**config.mk**
```make
export PLATFORM = sky130hd
export DESIGN_NAME = usc_top
export DESIGN_NICKNAME = d
export VERILOG_FILES = /design/src/core/usc_pin_sync.v /design/src/core/usc_baud_gen.v /design/src/core/usc_top.v
export VERILOG_INCLUDE_DIRS = /design/src /design/src/core
export SDC_FILE = /design/constraint.sdc
export NUM_CORES = 1
export LEC_CHECK = 0
export BUFFER_PORTS_ARGS = -buffer_cell sky130_fd_sc_hd__buf_2
export CORE_MARGIN = 5
export CORE_UTILIZATION = 61
export DETAILED_ROUTE_END_ITERATION = 6
export PLACE_DENSITY = 0.88
export SLEW_MARGIN = 40
export SYNTH_ARGS = -nofsm -noshare
export SYNTH_HDL_FRONTEND = slang
export SYNTH_SLANG_ARGS = --single-unit
```
**constraint.sdc**
```tcl
create_clock -name CORE_CLK_I -period 8.18 [get_ports CORE_CLK_I]
set_input_delay 1.227 -clock CORE_CLK_I [delete_from_list [all_inputs] [get_ports CORE_CLK_I]]
set_output_delay 1.227 -clock CORE_CLK_I [all_outputs]
set_load 0.005 [all_outputs]
```
**src/core/usc_defines.vh**
```
`ifndef USC_DEFINES_VH
`define USC_DEFINES_VH
// ************
// register byte offsets
// ************
`define USC_OFS_CTRL1      8'h00
`define USC_OFS_CTRL2      8'h04
`define USC_OFS_SWCTRL     8'h08
`define USC_OFS_DATA       8'h0c
`define USC_OFS_BAUD       8'h10
`define USC_OFS_STATUS     8'h14
// ************
// control one fields
// ************
`define USC_C1_PORT_EN     7
`define USC_C1_WORD9       6
`define USC_C1_BREAK       2
`define USC_C1_RX9         1
`define USC_C1_TX9         0
// ************
// control two fields
// ************
`define USC_C2_TX_EN       7
`define USC_C2_RX_EN       6
`define USC_C2_SPEED       5
`define USC_C2_ADDR_EN     4
`define USC_C2_WAKE_EN     3
`define USC_C2_RX_IE       2
`define USC_C2_TXIDL_IE    1
`define USC_C2_TEMPTY_IE   0
// ************
// status fields
// ************
`define USC_ST_WAKE        5
`define USC_ST_OVERRUN     4
`define USC_ST_RX_IDLE     3
`define USC_ST_RX_AVAIL    2
`define USC_ST_TX_IDLE     1
`define USC_ST_TX_EMPTY    0
// ************
// reset values and timing
// ************
`define USC_CTRL_RST       8'h00
`define USC_OVERSAMPLE     4'hf
`define USC_MID_SAMPLE     4'h7
`define USC_LOW_PRESCALE   2'h3
`define USC_BREAK_BITS     4'hd
`define USC_RESP_OKAY      2'h0
`define USC_RESP_SLVERR    2'h2
`endif

```
**src/core/usc_pin_sync.v**
```verilog
`timescale 1ns/1ps
`default_nettype none
module usc_pin_sync (
   input  wire clk_i,
   input  wire rst_i,
   input  wire pin_i,
   output reg  level_o
);
   reg s1_reg;
   reg s2_reg;
   reg s3_reg;
   // idle line is high; change accepted once stages two and three agree
   always @(posedge clk_i or posedge rst_i) begin
      if (rst_i) begin
         s1_reg  <= 1'b1;
         s2_reg  <= 1'b1;
         s3_reg  <= 1'b1;
         level_o <= 1'b1;
      end else begin
         s1_reg <= pin_i;
         s2_reg <= s1_reg;
         s3_reg <= s2_reg;
         if (s2_reg == s3_reg) begin
            level_o <= s3_reg;
         end
      end
   end
endmodule // usc_pin_sync
`default_nettype wire

```
**src/core/usc_baud_gen.v**
```verilog
`timescale 1ns/1ps
`default_nettype none
`include "usc_defines.vh"
module usc_baud_gen #(
   parameter DIV_W = 8
) (
   input  wire             clk_i,
   input  wire             rst_i,
   input  wire             run_i,
   input  wire             speed_hi_i,
   input  wire [DIV_W-1:0] divisor_i,
   output reg              tick_o
);
   reg [DIV_W-1:0] cnt_reg;
   reg [1:0]       pre_reg;
   // tick_o is one sixteenth of a bit; low speed adds a divide by four
   always @(posedge clk_i or posedge rst_i) begin
      if (rst_i) begin
         cnt_reg <= {DIV_W{1'b0}};
         pre_reg <= 2'h0;
         tick_o  <= 1'b0;
      end else if (!run_i) begin
         cnt_reg <= {DIV_W{1'b0}};
         pre_reg <= 2'h0;
         tick_o  <= 1'b0;
      end else if (cnt_reg >= divisor_i) begin
         cnt_reg <= {DIV_W{1'b0}};
         pre_reg <= pre_reg + 2'h1;
         tick_o  <= speed_hi_i | (pre_reg == `USC_LOW_PRESCALE);
      end else begin
         cnt_reg <= cnt_reg + {{(DIV_W-1){1'b0}}, 1'b1};
         tick_o  <= 1'b0;
      end
   end
endmodule // usc_baud_gen
`default_nettype wire

```
**src/core/usc_top.v**
```verilog
// Decided for this implementation: the AXI4-Lite interface to the registers and the placing of the registers.
`timescale 1ns/1ps
`default_nettype none
`include "usc_defines.vh"
// Function
// - transmitter disable aborts, clears, floats pin
// - transmit pin driven only when port and transmitter enabled
// - receiver disable aborts, clears; single wire transmitter then drives pin
// - receiver owns shared pin when both enabled
// - baud is clock over 64 or 16 times N+1
// - free-running eight bit divisor timer
// - address bit one marks address word, interrupts
// - address bit zero words discarded silently
// - falling shared pin wakes while clock stopped
// - no wake while clock runs or disabled
// - receive enable gates overrun and available flags
// - idle enable gates transmitter idle flag
// - empty enable gates transmit empty flag
// - no single wire: separate transmit pin
// - single wire: pin direction by enables
// - one shared eight bit data register
// - single wire upper bits zero; control resets zero
// - port disable empties, resets flags and counter; wake flag is kept
// - nine bit words use dedicated ninth bits
// - least significant bit first, shared format
// - idle flag when empty and nothing sending
module usc_top (
   input  wire        CORE_CLK_I,
   input  wire        SYS_RST_I,
   input  wire        PERIPH_CLK_OFF_I,
   input  wire [7:0]  S_AXI_AWADDR_I,
   input  wire        S_AXI_AWVALID_I,
   output reg         S_AXI_AWREADY_O,
   input  wire [31:0] S_AXI_WDATA_I,
   input  wire [3:0]  S_AXI_WSTRB_I,
   input  wire        S_AXI_WVALID_I,
   output reg         S_AXI_WREADY_O,
   output reg  [1:0]  S_AXI_BRESP_O,
   output reg         S_AXI_BVALID_O,
   input  wire        S_AXI_BREADY_I,
   input  wire [7:0]  S_AXI_ARADDR_I,
   input  wire        S_AXI_ARVALID_I,
   output reg         S_AXI_ARREADY_O,
   output reg  [31:0] S_AXI_RDATA_O,
   output reg  [1:0]  S_AXI_RRESP_O,
   output reg         S_AXI_RVALID_O,
   input  wire        S_AXI_RREADY_I,
   input  wire        RXTX_I,
   output reg         RXTX_O,
   output reg         RXTX_OE_O,
   output reg         TX_O,
   output reg         TX_OE_O,
   output reg         IRQ_O
);
   localparam ST_IDLE  = 3'h0;
   localparam ST_START = 3'h1;
   localparam ST_DATA  = 3'h2;
   localparam ST_STOP  = 3'h3;
   localparam ST_BRK   = 3'h4;

   function mapped;
      input [7:0] a;
      begin
         mapped = (a == `USC_OFS_CTRL1) || (a == `USC_OFS_CTRL2) || (a == `USC_OFS_SWCTRL) ||
                  (a == `USC_OFS_DATA) || (a == `USC_OFS_BAUD) || (a == `USC_OFS_STATUS);
      end
   endfunction

   // ************
   // registers and flags
   // ************
   reg [7:0]  ctrl1_reg;
   reg [7:0]  ctrl2_reg;
   reg        swmode_reg;
   reg [7:0]  data_buf_reg;
   reg [7:0]  baud_reg;
   reg        ovfl_reg;
   reg        rxav_reg;
   reg        txmt_reg;
   reg        txidl_reg;
   reg        wake_reg;
   reg        tx_pend_reg;
   reg        stat_seen_reg;
   reg [7:0]  aw_addr_reg;
   reg        aw_got_reg;
   reg [31:0] w_data_reg;
   reg        w_strb_reg;
   reg        w_got_reg;
   reg        rx_prev_reg;
   reg [2:0]  tx_state_reg;
   reg [3:0]  tx_os_reg;
   reg [3:0]  tx_idx_reg;
   reg [8:0]  tsr_reg;
   reg        tx_line_reg;
   reg [2:0]  rx_state_reg;
   reg [3:0]  rx_os_reg;
   reg [3:0]  rx_idx_reg;
   reg [8:0]  rsr_reg;
   reg        rx_done_reg;
   reg [7:0]  rdata_next;

   wire       port_en   = ctrl1_reg[`USC_C1_PORT_EN];
   wire       word9     = ctrl1_reg[`USC_C1_WORD9];
   wire       tx_en     = port_en & ctrl2_reg[`USC_C2_TX_EN];
   wire       rx_en     = port_en & ctrl2_reg[`USC_C2_RX_EN];
   wire       clk_run   = ~PERIPH_CLK_OFF_I;
   wire [3:0] last_bit  = word9 ? 4'h8 : 4'h7;
   wire       tick;
   wire       rx_pin;
   wire       wr_fire   = aw_got_reg & w_got_reg & ~S_AXI_BVALID_O;
   wire       rd_fire   = S_AXI_ARVALID_I & S_AXI_ARREADY_O;
   wire       wr_data   = wr_fire & w_strb_reg & (aw_addr_reg == `USC_OFS_DATA);
   wire       rd_data   = rd_fire & (S_AXI_ARADDR_I == `USC_OFS_DATA);
   wire       tx_load   = tx_en & clk_run & tx_pend_reg & (tx_state_reg == ST_IDLE);
   // single wire with both enables keeps the pin as input only
   wire       sw_tx     = swmode_reg & tx_en & ~rx_en;
   // receiver sees idle-high when it does not own the line
   wire       rx_line   = rx_en ? rx_pin : 1'b1;
   wire [8:0] rx_word   = word9 ? rsr_reg : {1'b0, rsr_reg[8:1]};
   wire       addr_bit  = word9 ? rx_word[8] : rx_word[7];
   wire       tx_busy   = (tx_state_reg != ST_IDLE);
   wire [7:0] status     = {2'h0, wake_reg, ovfl_reg, (rx_state_reg == ST_IDLE), rxav_reg,
                            txidl_reg, txmt_reg};

   usc_pin_sync u_rx_sync (
      .clk_i   (CORE_CLK_I),
      .rst_i   (SYS_RST_I),
      .pin_i   (RXTX_I),
      .level_o (rx_pin)
   );

   // counter held in reset while the port is off
   usc_baud_gen #(.DIV_W(8)) u_baud (
      .clk_i      (CORE_CLK_I),
      .rst_i      (SYS_RST_I),
      .run_i      (port_en & clk_run),
      .speed_hi_i (ctrl2_reg[`USC_C2_SPEED]),
      .divisor_i  (baud_reg),
      .tick_o     (tick)
   );

   // ************
   // bus handshake
   // ************
   always @(posedge CORE_CLK_I or posedge SYS_RST_I) begin
      if (SYS_RST_I) begin
         S_AXI_AWREADY_O <= 1'b0;
         S_AXI_WREADY_O  <= 1'b0;
         S_AXI_BVALID_O  <= 1'b0;
         S_AXI_BRESP_O   <= `USC_RESP_OKAY;
         S_AXI_ARREADY_O <= 1'b0;
         S_AXI_RVALID_O  <= 1'b0;
         S_AXI_RRESP_O   <= `USC_RESP_OKAY;
         S_AXI_RDATA_O   <= 32'h0;
         aw_addr_reg     <= 8'h0;
         aw_got_reg      <= 1'b0;
         w_data_reg      <= 32'h0;
         w_strb_reg      <= 1'b0;
         w_got_reg       <= 1'b0;
      end else begin
         S_AXI_AWREADY_O <= ~aw_got_reg & ~(S_AXI_AWVALID_I & S_AXI_AWREADY_O) & ~wr_fire;
         S_AXI_WREADY_O  <= ~w_got_reg & ~(S_AXI_WVALID_I & S_AXI_WREADY_O) & ~wr_fire;
         if (S_AXI_AWVALID_I & S_AXI_AWREADY_O) begin
            aw_addr_reg <= S_AXI_AWADDR_I;
            aw_got_reg  <= 1'b1;
         end
         if (S_AXI_WVALID_I & S_AXI_WREADY_O) begin
            w_data_reg <= S_AXI_WDATA_I;
            w_strb_reg <= S_AXI_WSTRB_I[0];
            w_got_reg  <= 1'b1;
         end
         if (wr_fire) begin
            aw_got_reg     <= 1'b0;
            w_got_reg      <= 1'b0;
            S_AXI_BVALID_O <= 1'b1;
            S_AXI_BRESP_O  <= mapped(aw_addr_reg) ? `USC_RESP_OKAY : `USC_RESP_SLVERR;
         end else if (S_AXI_BREADY_I) begin
            S_AXI_BVALID_O <= 1'b0;
         end
         S_AXI_ARREADY_O <= ~S_AXI_RVALID_O & ~rd_fire;
         if (rd_fire) begin
            S_AXI_RVALID_O <= 1'b1;
            S_AXI_RDATA_O  <= {24'h0, rdata_next};
            S_AXI_RRESP_O  <= mapped(S_AXI_ARADDR_I) ? `USC_RESP_OKAY : `USC_RESP_SLVERR;
         end else if (S_AXI_RREADY_I) begin
            S_AXI_RVALID_O <= 1'b0;
         end
      end
   end

   always @* begin
      case (S_AXI_ARADDR_I)
         `USC_OFS_CTRL1:  rdata_next = {ctrl1_reg[7:1], 1'b0}; // ninth transmit bit is write-only
         `USC_OFS_CTRL2:  rdata_next = ctrl2_reg;
         `USC_OFS_SWCTRL: rdata_next = {7'h0, swmode_reg};
         `USC_OFS_DATA:   rdata_next = data_buf_reg;
         `USC_OFS_BAUD:   rdata_next = baud_reg;
         `USC_OFS_STATUS: rdata_next = status;
         default:         rdata_next = 8'h0;
      endcase
   end

   // ************
   // control and flag state
   // ************
   always @(posedge CORE_CLK_I or posedge SYS_RST_I) begin
      if (SYS_RST_I) begin
         ctrl1_reg     <= `USC_CTRL_RST;
         ctrl2_reg     <= `USC_CTRL_RST;
         swmode_reg    <= 1'b0;
         data_buf_reg  <= 8'h0;
         baud_reg      <= 8'h0;
         ovfl_reg      <= 1'b0;
         rxav_reg      <= 1'b0;
         txmt_reg      <= 1'b1;
         txidl_reg     <= 1'b1;
         wake_reg      <= 1'b0;
         tx_pend_reg   <= 1'b0;
         stat_seen_reg <= 1'b0;
         rx_prev_reg   <= 1'b1;
      end else begin
         rx_prev_reg <= rx_pin;
         if (wr_fire & w_strb_reg) begin
            case (aw_addr_reg)
               `USC_OFS_CTRL1:  ctrl1_reg <= {w_data_reg[7:2], ctrl1_reg[`USC_C1_RX9],
                                              w_data_reg[`USC_C1_TX9]};
               `USC_OFS_CTRL2:  ctrl2_reg <= w_data_reg[7:0];
               `USC_OFS_SWCTRL: swmode_reg <= w_data_reg[0];
               `USC_OFS_BAUD:   baud_reg <= w_data_reg[7:0];
               `USC_OFS_STATUS: wake_reg <= wake_reg & ~w_data_reg[`USC_ST_WAKE];
               default:         stat_seen_reg <= stat_seen_reg;
            endcase
         end
         if (rd_fire & (S_AXI_ARADDR_I == `USC_OFS_STATUS)) begin
            stat_seen_reg <= 1'b1;
         end
         // writes are refused while the previous byte still waits
         if (wr_data & txmt_reg) begin
            data_buf_reg <= w_data_reg[7:0];
            tx_pend_reg  <= 1'b1;
            txmt_reg     <= 1'b0;
            txidl_reg    <= 1'b0;
         end
         if (rd_data & stat_seen_reg) begin
            rxav_reg      <= 1'b0;
            ovfl_reg      <= 1'b0;
            stat_seen_reg <= 1'b0;
         end
         if (tx_load) begin
            tx_pend_reg <= 1'b0;
            txmt_reg    <= 1'b1;
         end
         if (txmt_reg & ~tx_pend_reg & ~tx_busy & ~ctrl1_reg[`USC_C1_BREAK]) begin
            txidl_reg <= 1'b1;
         end
         // set beats the read-side clear
         if (rx_done_reg) begin
            if (ctrl2_reg[`USC_C2_ADDR_EN] & ~addr_bit) begin
               rxav_reg <= rxav_reg;
            end else if (rxav_reg & ~(rd_data & stat_seen_reg)) begin
               ovfl_reg <= 1'b1;
            end else begin
               data_buf_reg              <= rx_word[7:0];
               ctrl1_reg[`USC_C1_RX9]    <= rx_word[8];
               rxav_reg                  <= 1'b1;
            end
         end
         // wake watches the pin only while the peripheral clock is off
         if (PERIPH_CLK_OFF_I & ctrl2_reg[`USC_C2_WAKE_EN] & rx_prev_reg & ~rx_pin) begin
            wake_reg <= 1'b1;
         end
         if (~ctrl2_reg[`USC_C2_TX_EN]) begin
            tx_pend_reg <= 1'b0;
            txmt_reg    <= 1'b1;
         end
         if (~ctrl2_reg[`USC_C2_RX_EN]) begin
            rxav_reg <= 1'b0;
            ovfl_reg <= 1'b0;
         end
         if (~port_en) begin
            ctrl2_reg[`USC_C2_TX_EN:`USC_C2_RX_EN] <= 2'h0;
            ctrl1_reg[`USC_C1_BREAK]               <= 1'b0;
            rxav_reg                               <= 1'b0;
            ovfl_reg                               <= 1'b0;
            tx_pend_reg                            <= 1'b0;
            txmt_reg                               <= 1'b1;
            txidl_reg                              <= 1'b1;
         end
      end
   end

   // ************
   // transmitter
   // ************
   always @(posedge CORE_CLK_I or posedge SYS_RST_I) begin
      if (SYS_RST_I) begin
         tx_state_reg <= ST_IDLE;
         tx_os_reg    <= 4'h0;
         tx_idx_reg   <= 4'h0;
         tsr_reg      <= 9'h0;
         tx_line_reg  <= 1'b1;
      end else if (~tx_en) begin
         tx_state_reg <= ST_IDLE;
         tx_line_reg  <= 1'b1;
      end else if (tx_load) begin
         tsr_reg      <= {ctrl1_reg[`USC_C1_TX9] & word9, data_buf_reg};
         tx_state_reg <= ST_START;
         tx_os_reg    <= 4'h0;
         tx_idx_reg   <= 4'h0;
         tx_line_reg  <= 1'b0;
      end else if ((tx_state_reg == ST_IDLE) & ctrl1_reg[`USC_C1_BREAK] & ~tx_pend_reg) begin
         tx_state_reg <= ST_BRK;
         tx_os_reg    <= 4'h0;
         tx_idx_reg   <= 4'h0;
         tx_line_reg  <= 1'b0;
      end else if (tick) begin
         tx_os_reg <= tx_os_reg + 4'h1;
         if (tx_os_reg == `USC_OVERSAMPLE) begin
            case (tx_state_reg)
               ST_START: begin
                  tx_state_reg <= ST_DATA;
                  tx_line_reg  <= tsr_reg[0];
               end
               ST_DATA: begin
                  tsr_reg    <= {1'b0, tsr_reg[8:1]};
                  tx_idx_reg <= tx_idx_reg + 4'h1;
                  if (tx_idx_reg == last_bit) begin
                     tx_state_reg <= ST_STOP;
                     tx_line_reg  <= 1'b1;
                  end else begin
                     tx_line_reg <= tsr_reg[1];
                  end
               end
               ST_STOP: begin
                  tx_state_reg <= ST_IDLE;
               end
               ST_BRK: begin
                  if (tx_idx_reg != `USC_BREAK_BITS) begin
                     tx_idx_reg <= tx_idx_reg + 4'h1;
                  end else if (~ctrl1_reg[`USC_C1_BREAK]) begin
                     tx_state_reg <= ST_IDLE;
                     tx_line_reg  <= 1'b1;
                  end
               end
               default: tx_state_reg <= ST_IDLE;
            endcase
         end
      end
   end

   // ************
   // receiver
   // ************
   always @(posedge CORE_CLK_I or posedge SYS_RST_I) begin
      if (SYS_RST_I) begin
         rx_state_reg <= ST_IDLE;
         rx_os_reg    <= 4'h0;
         rx_idx_reg   <= 4'h0;
         rsr_reg      <= 9'h0;
         rx_done_reg  <= 1'b0;
      end else begin
         rx_done_reg <= 1'b0;
         if (~rx_en) begin
            rx_state_reg <= ST_IDLE;
         end else if (tick) begin
            rx_os_reg <= rx_os_reg + 4'h1;
            case (rx_state_reg)
               ST_IDLE: begin
                  if (~rx_line) begin
                     rx_state_reg <= ST_START;
                     rx_os_reg    <= 4'h0;
                  end
               end
               ST_START: begin
                  if (rx_os_reg == `USC_MID_SAMPLE) begin
                     rx_state_reg <= rx_line ? ST_IDLE : ST_DATA;
                     rx_os_reg    <= 4'h0;
                     rx_idx_reg   <= 4'h0;
                  end
               end
               ST_DATA: begin
                  if (rx_os_reg == `USC_OVERSAMPLE) begin
                     rsr_reg    <= {rx_line, rsr_reg[8:1]};
                     rx_idx_reg <= rx_idx_reg + 4'h1;
                     if (rx_idx_reg == last_bit) begin
                        rx_state_reg <= ST_STOP;
                     end
                  end
               end
               ST_STOP: begin
                  if (rx_os_reg == `USC_OVERSAMPLE) begin
                     rx_state_reg <= ST_IDLE;
                     rx_done_reg  <= 1'b1;
                  end
               end
               default: rx_state_reg <= ST_IDLE;
            endcase
         end
      end
   end

   // ************
   // pins and interrupt
   // ************
   always @(posedge CORE_CLK_I or posedge SYS_RST_I) begin
      if (SYS_RST_I) begin
         TX_O      <= 1'b1;
         TX_OE_O   <= 1'b0;
         RXTX_O    <= 1'b1;
         RXTX_OE_O <= 1'b0;
         IRQ_O     <= 1'b0;
      end else begin
         TX_O      <= tx_line_reg;
         TX_OE_O   <= tx_en & ~swmode_reg;
         RXTX_O    <= tx_line_reg;
         RXTX_OE_O <= sw_tx;
         IRQ_O     <= (ctrl2_reg[`USC_C2_RX_IE] & (ovfl_reg | rxav_reg)) |
                      (ctrl2_reg[`USC_C2_TXIDL_IE] & txidl_reg) |
                      (ctrl2_reg[`USC_C2_TEMPTY_IE] & txmt_reg) |
                      wake_reg;
      end
   end
endmodule // usc_top
`default_nettype wire

```
==> flow_metrics.env, run 1 <==
export IMPL_outcome="finished, final reports clean"
export IMPL_cp_start_kind="primary input"
export IMPL_crit_type="in -> reg"
export IMPL_ys_types=68
export IMPL_vias_per_cell=6.047
export IMPL_grt_first_pass_wirelength_um=24510
export IMPL_synth_xor_xnor_area_share_pct=1.426
export IMPL_synth_most_common_cell="dfrtp_1"
export IMPL_power_leakage_uw=0.003511
export IMPL_synth_compound_area_share_pct=10.04
export IMPL_die_h_um=115.2
export IMPL_drt_iter0_drc=396
export IMPL_yosysSeqAreaShare_pct=50.18
export IMPL_ys_ff_latch=135
export IMPL_dpl_hpwl_um=10450
export IMPL_place_congestion=0.9150
export IMPL_die_w_um=115.2
export IMPL_netlist_area_sq_mm=0.006755
export IMPL_synth_top_area_cell="dfrtp_1"
export IMPL_syn2layout_area_growth_pct=11.91
export IMPL_slew_headroom_pct=46.29
export IMPL_worst_setup_path_end_kind="register"
export IMPL_overflow=0
export IMPL_synth_top_cell_area_share_pct=46.68
export IMPL_rsz0062_at_grt="no"
export IMPL_wire_per_inst_um=18.70
export IMPL_start_util_pct=62.32
export IMPL_nets=736
export IMPL_period_share_pct=31.52
export IMPL_powerDensity_mw_per_mm2=236.6
export IMPL_fp_row_count=38
export IMPL_path_clk_slew_ns=0.06
export IMPL_hold_ws_ns=0.3548
export IMPL_fillCellCount=747
export IMPL_worstSkewPairLatency_ns=0.54
export IMPL_hold_violations=0
export IMPL_grt_max_degree=70
export IMPL_die_area_sq_mm=0.01328
export IMPL_ctsHoldBuffers=0
export IMPL_cts_sinks=135
export IMPL_synth_adder_area_share_pct=2.926
export IMPL_cts_resized=0
export IMPL_grt_total_usage_pct=24.05
export IMPL_fin_crit_ns=2.578
export IMPL_ys_top_cells_by_count="dfrtp_1, mux2i_1, mux2_2"
export IMPL_drc_errors=0
export IMPL_synth_async_sr_flop_share_pct=100.0
export IMPL_setup_slack_ns=5.602
export IMPL_ant_nets=0
export IMPL_wirelength_um=15160
export IMPL_crit_arrival_ns=3.00
export IMPL_design_core_area_sq_mm=0.01084
export IMPL_antenna_found_initial=0
export IMPL_fmaxAchievable_mhz=387.9
export IMPL_yosys_area_share_simple_pct=13.32
export IMPL_grt_pass1_vias=4876
export IMPL_setup_viol=0
export IMPL_drt_first_pass_iters=4
export IMPL_setup_tns_ns=0
export IMPL_synth_top_family_by_area="multiplexers"
export IMPL_hold_path_class="reg -> reg"
export IMPL_required_ns=8.61
export IMPL_cts_buffers=17
export IMPL_syn_inst=610
export IMPL_worstPathMaxFanout=11
export IMPL_clock_root_buffer="clkbuf_8"
export IMPL_yosys_warnings=0
export IMPL_fin_skew_ns=0.005696
export IMPL_avgSynthCellArea_sq_um=11.07
export IMPL_io_pins=107
export IMPL_slew_violations=0
export IMPL_tightest_slew_ns=0.8057
export IMPL_synth_area_leaders="dfrtp_1, mux2_2, mux2i_1, dfstp_2, buf_4"
export IMPL_cap_violations=0
export IMPL_synth_edf_count=0
export IMPL_htreeDepth=4
export IMPL_synth_ff_type="dfrtp_1"
export IMPL_synthMuxAreaShare_pct=16.19
export IMPL_drive_above_1_share_pct=22.95
export IMPL_port_buffers=53
export IMPL_ir_worst_vdd_v=0.0002742
export IMPL_insertedDiodeCount=0
export IMPL_clockBufferDepth=2
export IMPL_post_cts_buffers=0
export IMPL_place_ws_ns=5.088
export IMPL_via_count=4904
export IMPL_cts_tree="done"
-- cell usage in the layout, fill, tap and decap left out, types with 3 or more instances in the layout --
| cell type | instances |
|---|---|
| nand2b_1 | 10 |
| nor3_1 | 10 |
| nand3_1 | 21 |
| a21oi_1 | 22 |
| nor4_1 | 4 |
| a31oi_1 | 3 |
| a22oi_1 | 4 |
| clkbuf_1 | 4 |
| o21ai_0 | 29 |
| nor2_1 | 43 |
| dfstp_2 | 9 |
| nor2b_1 | 7 |
| a22o_1 | 4 |
| nand4b_1 | 3 |
| nand4_1 | 3 |
| and2_1 | 3 |
| xor2_1 | 9 |
| inv_1 | 23 |
| ha_1 | 15 |
| a21o_1 | 4 |
| bufinv_16 | 3 |
| clkbuf_16 | 16 |
| dfrtp_1 | 126 |
| o32ai_1 | 3 |
| a211oi_1 | 6 |
| mux2_2 | 50 |
| nand2_1 | 33 |
| mux2i_1 | 53 |
| buf_2 | 53 |
| and3_1 | 7 |
| clkinv_2 | 3 |
| o22ai_1 | 9 |
| conb_1 | 26 |
-- per-stage QoR --
step / power [uW] / cells / area, sq um / utilization (%)
after floorplan: 977.4 / 635 / 6849 / -
after global placement: 1045 / 781 / 6993 / 64.51
after detailed placement: 1061 / 781 / 6995 / 64.53
after CTS: 1798 / 811 / 7553 / 69.68
after global routing: 1856 / 811 / 7560 / 69.74
final: 1789 / 811 / 7560 / 69.74
-- critical path: stages --
cell and delay, ns:
buf_2 0.16, nand4b_1 0.23, nor2_2 0.55, nor2_1 0.21, a211oi_1 0.26, mux2_2 0.36
-- routing by layer --
layer / vias to the layer above / part of all wire, % / GRT usage (%)
met3: 52 / 8.2 / 7.000
met4: 0 / 3.5 / 11.66
met5: - / 0 / 0
li1: 2241 / - / -
met2: 219 / 49 / 38.77
met1: 2392 / 40 / 29.82
-- logic make-up (layout without fill, tap and decap cells) --
logic type / Yosys count / in the layout
AOI/OAI and AO/OA: 104 / 104
DFF: 135 / 135
xor gates and xnor gates: 11 / 11
and+or+nand+nor: 168 / 168
adders and majority gates: 16 / 16
buffers and inverters: 72 / 108
other: 1 / 26
muxes: 103 / 103
-- final timing paths --
path,start,end,slack (ns),cells after the start
worst max-delay path,PERIPH_CLK_OFF_I,tx_idx_reg[2],5.60,6
worst min-delay path,u_rx_sync.s1_reg,u_rx_sync.s2_reg,0.35,0
worst max register to register,ctrl1_reg[7],rsr_reg[0],5.63,5
worst min register to register,u_rx_sync.s1_reg,u_rx_sync.s2_reg,0.35,0
max in group asynchronous,SYS_RST_I,u_baud.cnt_reg[3],6.42,3
min in group asynchronous,SYS_RST_I,rx_os_reg[1],0.77,2
-- area by class of cell --
type	instances	area, sq um	share of cell area [%]
multi-input cells	428	3065	40.55
clock inverters	9	128.9	1.705
clock buffers	21	429.2	5.677
inverters	24	95.09	1.258
repair buffers	54	276.5	3.658
well taps	140	175.2	2.317
flip-flops and latches	135	3390	44.84
-- power by group --
part	switching, uW	internal [uW]
Sequential	107	750
Combinational	99.6	104
Clock	269	459
Note: power is estimated with default switching activity, not from simulation.
==> inputs of run 2 (changes only) <==
--- a/config.mk
+++ b/config.mk
@@ -8,9 +8,9 @@
 export LEC_CHECK = 0
 export BUFFER_PORTS_ARGS = -buffer_cell sky130_fd_sc_hd__buf_2
 export CORE_MARGIN = 5
-export CORE_UTILIZATION = 61
+export CORE_UTILIZATION = 57
 export DETAILED_ROUTE_END_ITERATION = 6
-export PLACE_DENSITY = 0.88
+export PLACE_DENSITY = 0.83
 export SLEW_MARGIN = 40
 export SYNTH_ARGS = -nofsm -noshare
 export SYNTH_HDL_FRONTEND = slang
==> constraint.sdc (replaced) <==
create_clock -name CORE_CLK_I -period 2.5 [get_ports CORE_CLK_I]
set_input_delay 0.375 -clock CORE_CLK_I [delete_from_list [all_inputs] [get_ports CORE_CLK_I]]
set_output_delay 0.375 -clock CORE_CLK_I [all_outputs]
set_load 0.005 [all_outputs]
==> run 2 against run 1 <==
Effect of this change: final area rose by 2.1%; total power rose to 3.4 times the previous value; combinational power rose to 3.5 times the previous value.
==> flow_metrics.env, run 2 (same netlist as run 1, synthesis figures left out) <==
export IMPL_cp_start_kind="register"
export IMPL_post_cts_buffers=0
export IMPL_via_count=4951
export IMPL_design_core_area_sq_mm=0.01152
export IMPL_insertedDiodeCount=0
export IMPL_hold_violations=0
export IMPL_setup_slack_ns=0.3350
export IMPL_rsz0062_at_grt="no"
export IMPL_fp_row_count=39
export IMPL_fin_crit_ns=2.165
export IMPL_drt_first_pass_iters=6
export IMPL_ant_nets=0
export IMPL_crit_arrival_ns=2.45
export IMPL_worstPathMaxFanout=10
export IMPL_grt_pass1_vias=5066
export IMPL_seqCellArea_sq_mm=0.003390
export IMPL_cts_resized=0
export IMPL_grt_first_pass_wirelength_um=25450
export IMPL_vias_per_cell=5.972
export IMPL_tightest_slew_ns=0.5951
export IMPL_start_util_pct=58.66
export IMPL_wire_per_inst_um=18.60
export IMPL_slew_headroom_pct=60.24
export IMPL_drt_iter0_drc=475
export IMPL_drive_above_1_share_pct=25.07
export IMPL_ctsHoldBuffers=0
export IMPL_setup_viol=0
export IMPL_outcome="finished, final reports clean"
export IMPL_multiInputGateArea_sq_mm=0.003063
export IMPL_period_share_pct=86.60
export IMPL_required_ns=2.79
export IMPL_place_congestion=0.9331
export IMPL_crit_path_cell_trace="ha_1 > nand3_1 > o32ai_1 > nand2_1 > nor2_4 > mux2_2"
export IMPL_die_area_sq_mm=0.01413
export IMPL_r2r_cells=6
export IMPL_busiest_layer="met2"
export IMPL_layout_common_cells="dfrtp_1, mux2i_1, buf_2, mux2_2, nor2_1"
export IMPL_gr_usage_met1_pct=28.46
export IMPL_fmaxAchievable_mhz=461.9
export IMPL_dpl_hpwl_um=11100
export IMPL_globalRouteMet3Util_pct=6.588
export IMPL_powerDensity_mw_per_mm2=786.4
export IMPL_fin_skew_ns=0.01162
export IMPL_wirelength_um=15420
export IMPL_hold_path_class="in -> async"
export IMPL_cts_tree="done"
export IMPL_cts_sinks=135
export IMPL_nets=749
export IMPL_clock_root_buffer="clkbuf_16"
export IMPL_antenna_found_initial=0
export IMPL_setup_tns_ns=0
export IMPL_die_h_um=118.9
export IMPL_worst_path_largest_cell_delay_ns=0.39
export IMPL_grt_max_degree=52
export IMPL_die_w_um=118.9
export IMPL_crit_slowest_cell="dfrtp_1"
export IMPL_crit_type="reg -> reg"
export IMPL_place_ws_ns=0.3718
export IMPL_slew_violations=0
export IMPL_cp_startpoint="rx_os_reg[0]"
export IMPL_overflow=0
export IMPL_drc_errors=0
export IMPL_ir_worst_vdd_v=0.0006434
export IMPL_power_leakage_uw=0.003599
export IMPL_fillCellCount=818
export IMPL_path_clk_slew_ns=0.06
export IMPL_met2_usage_pct=36.87
export IMPL_grt_total_usage_pct=22.51
export IMPL_worstSkewPairLatency_ns=0.41
export IMPL_mostFrequentLayoutCell="dfrtp_1"
export IMPL_clockBufferDepth=2
export IMPL_io_pins=107
export IMPL_syn2layout_area_growth_pct=14.30
export IMPL_worst_setup_path_end_kind="register"
export IMPL_placed_area_sq_mm=0.007108
export IMPL_post_route_cell_area_sq_mm=0.007721
export IMPL_r2r_start="rx_os_reg[0]"
export IMPL_cts_buffers=17
export IMPL_port_buffers=53
export IMPL_htreeDepth=4
export IMPL_cap_violations=0
-- run 2: changes by cell type in the layout (fill, tap and decap cells not counted), sizes merged --
cell      previous run  this run
buf                 54        67
clkbuf              21        18
clkinvlp             2         5
inv                 24        26
-- run 2: worst max-delay path, delay by kind of cell (launching register included) --
| kind | cells | cell delay, ns |
|---|---|---|
| AO/OA/AOI/OAI | 1 | 0.38 |
| adder cells (fa/ha/maj) | 1 | 0.26 |
| flip-flops | 1 | 0.39 |
| multiplexers | 1 | 0.38 |
| AND/OR/NAND/NOR | 3 | 0.64 |
-- run 2: report_power, final --
group          switching, uW  internal [uW]
combinational            344            359
clock                    972           1600
sequential               343           2450
-- run 2: worst paths after layout --
kind                                    end  slack (ns)
setup / recovery                 rsr_reg[3]        0.33
hold / removal                 rx_os_reg[2]        0.02
setup reg to reg                 rsr_reg[3]        0.33
hold reg to reg            u_rx_sync.s2_reg        0.36
max in group asynchronous       rx_prev_reg        1.74
min in group CORE_CLK_I    u_rx_sync.s1_reg        0.06
-- run 2: final cells by class --
type | count | area share [%]
clock buffer | 18 | 5.688
clock inverter | 14 | 2.252
tap | 143 | 2.317
sequential | 135 | 43.90
timing repair buffer | 67 | 4.959
inverter | 24 | 1.215
multi-input combinational | 428 | 39.67
-- run 2: per-layer routing --
| layer | wire length (um) | part of all wire (%) |
|---|---|---|
| met4 | 387 | 2.5 |
| met1 | 6261 | 41 |
| met3 | 1271 | 8.2 |
| met5 | 0 | 0 |
| met2 | 7499 | 49 |
-- run 2: per-stage QoR --
step	hold slack [ns]	total power, uW	utilization (%)	cells
floorplan	0.3452	3199	-	635
global placement	0.3484	3451	61.72	797
detailed placement	0.3473	3514	61.72	797
CTS	0.03767	6088	67.05	829
global route	0.04172	6302	67.05	829
finish	0.02341	6072	67.05	829
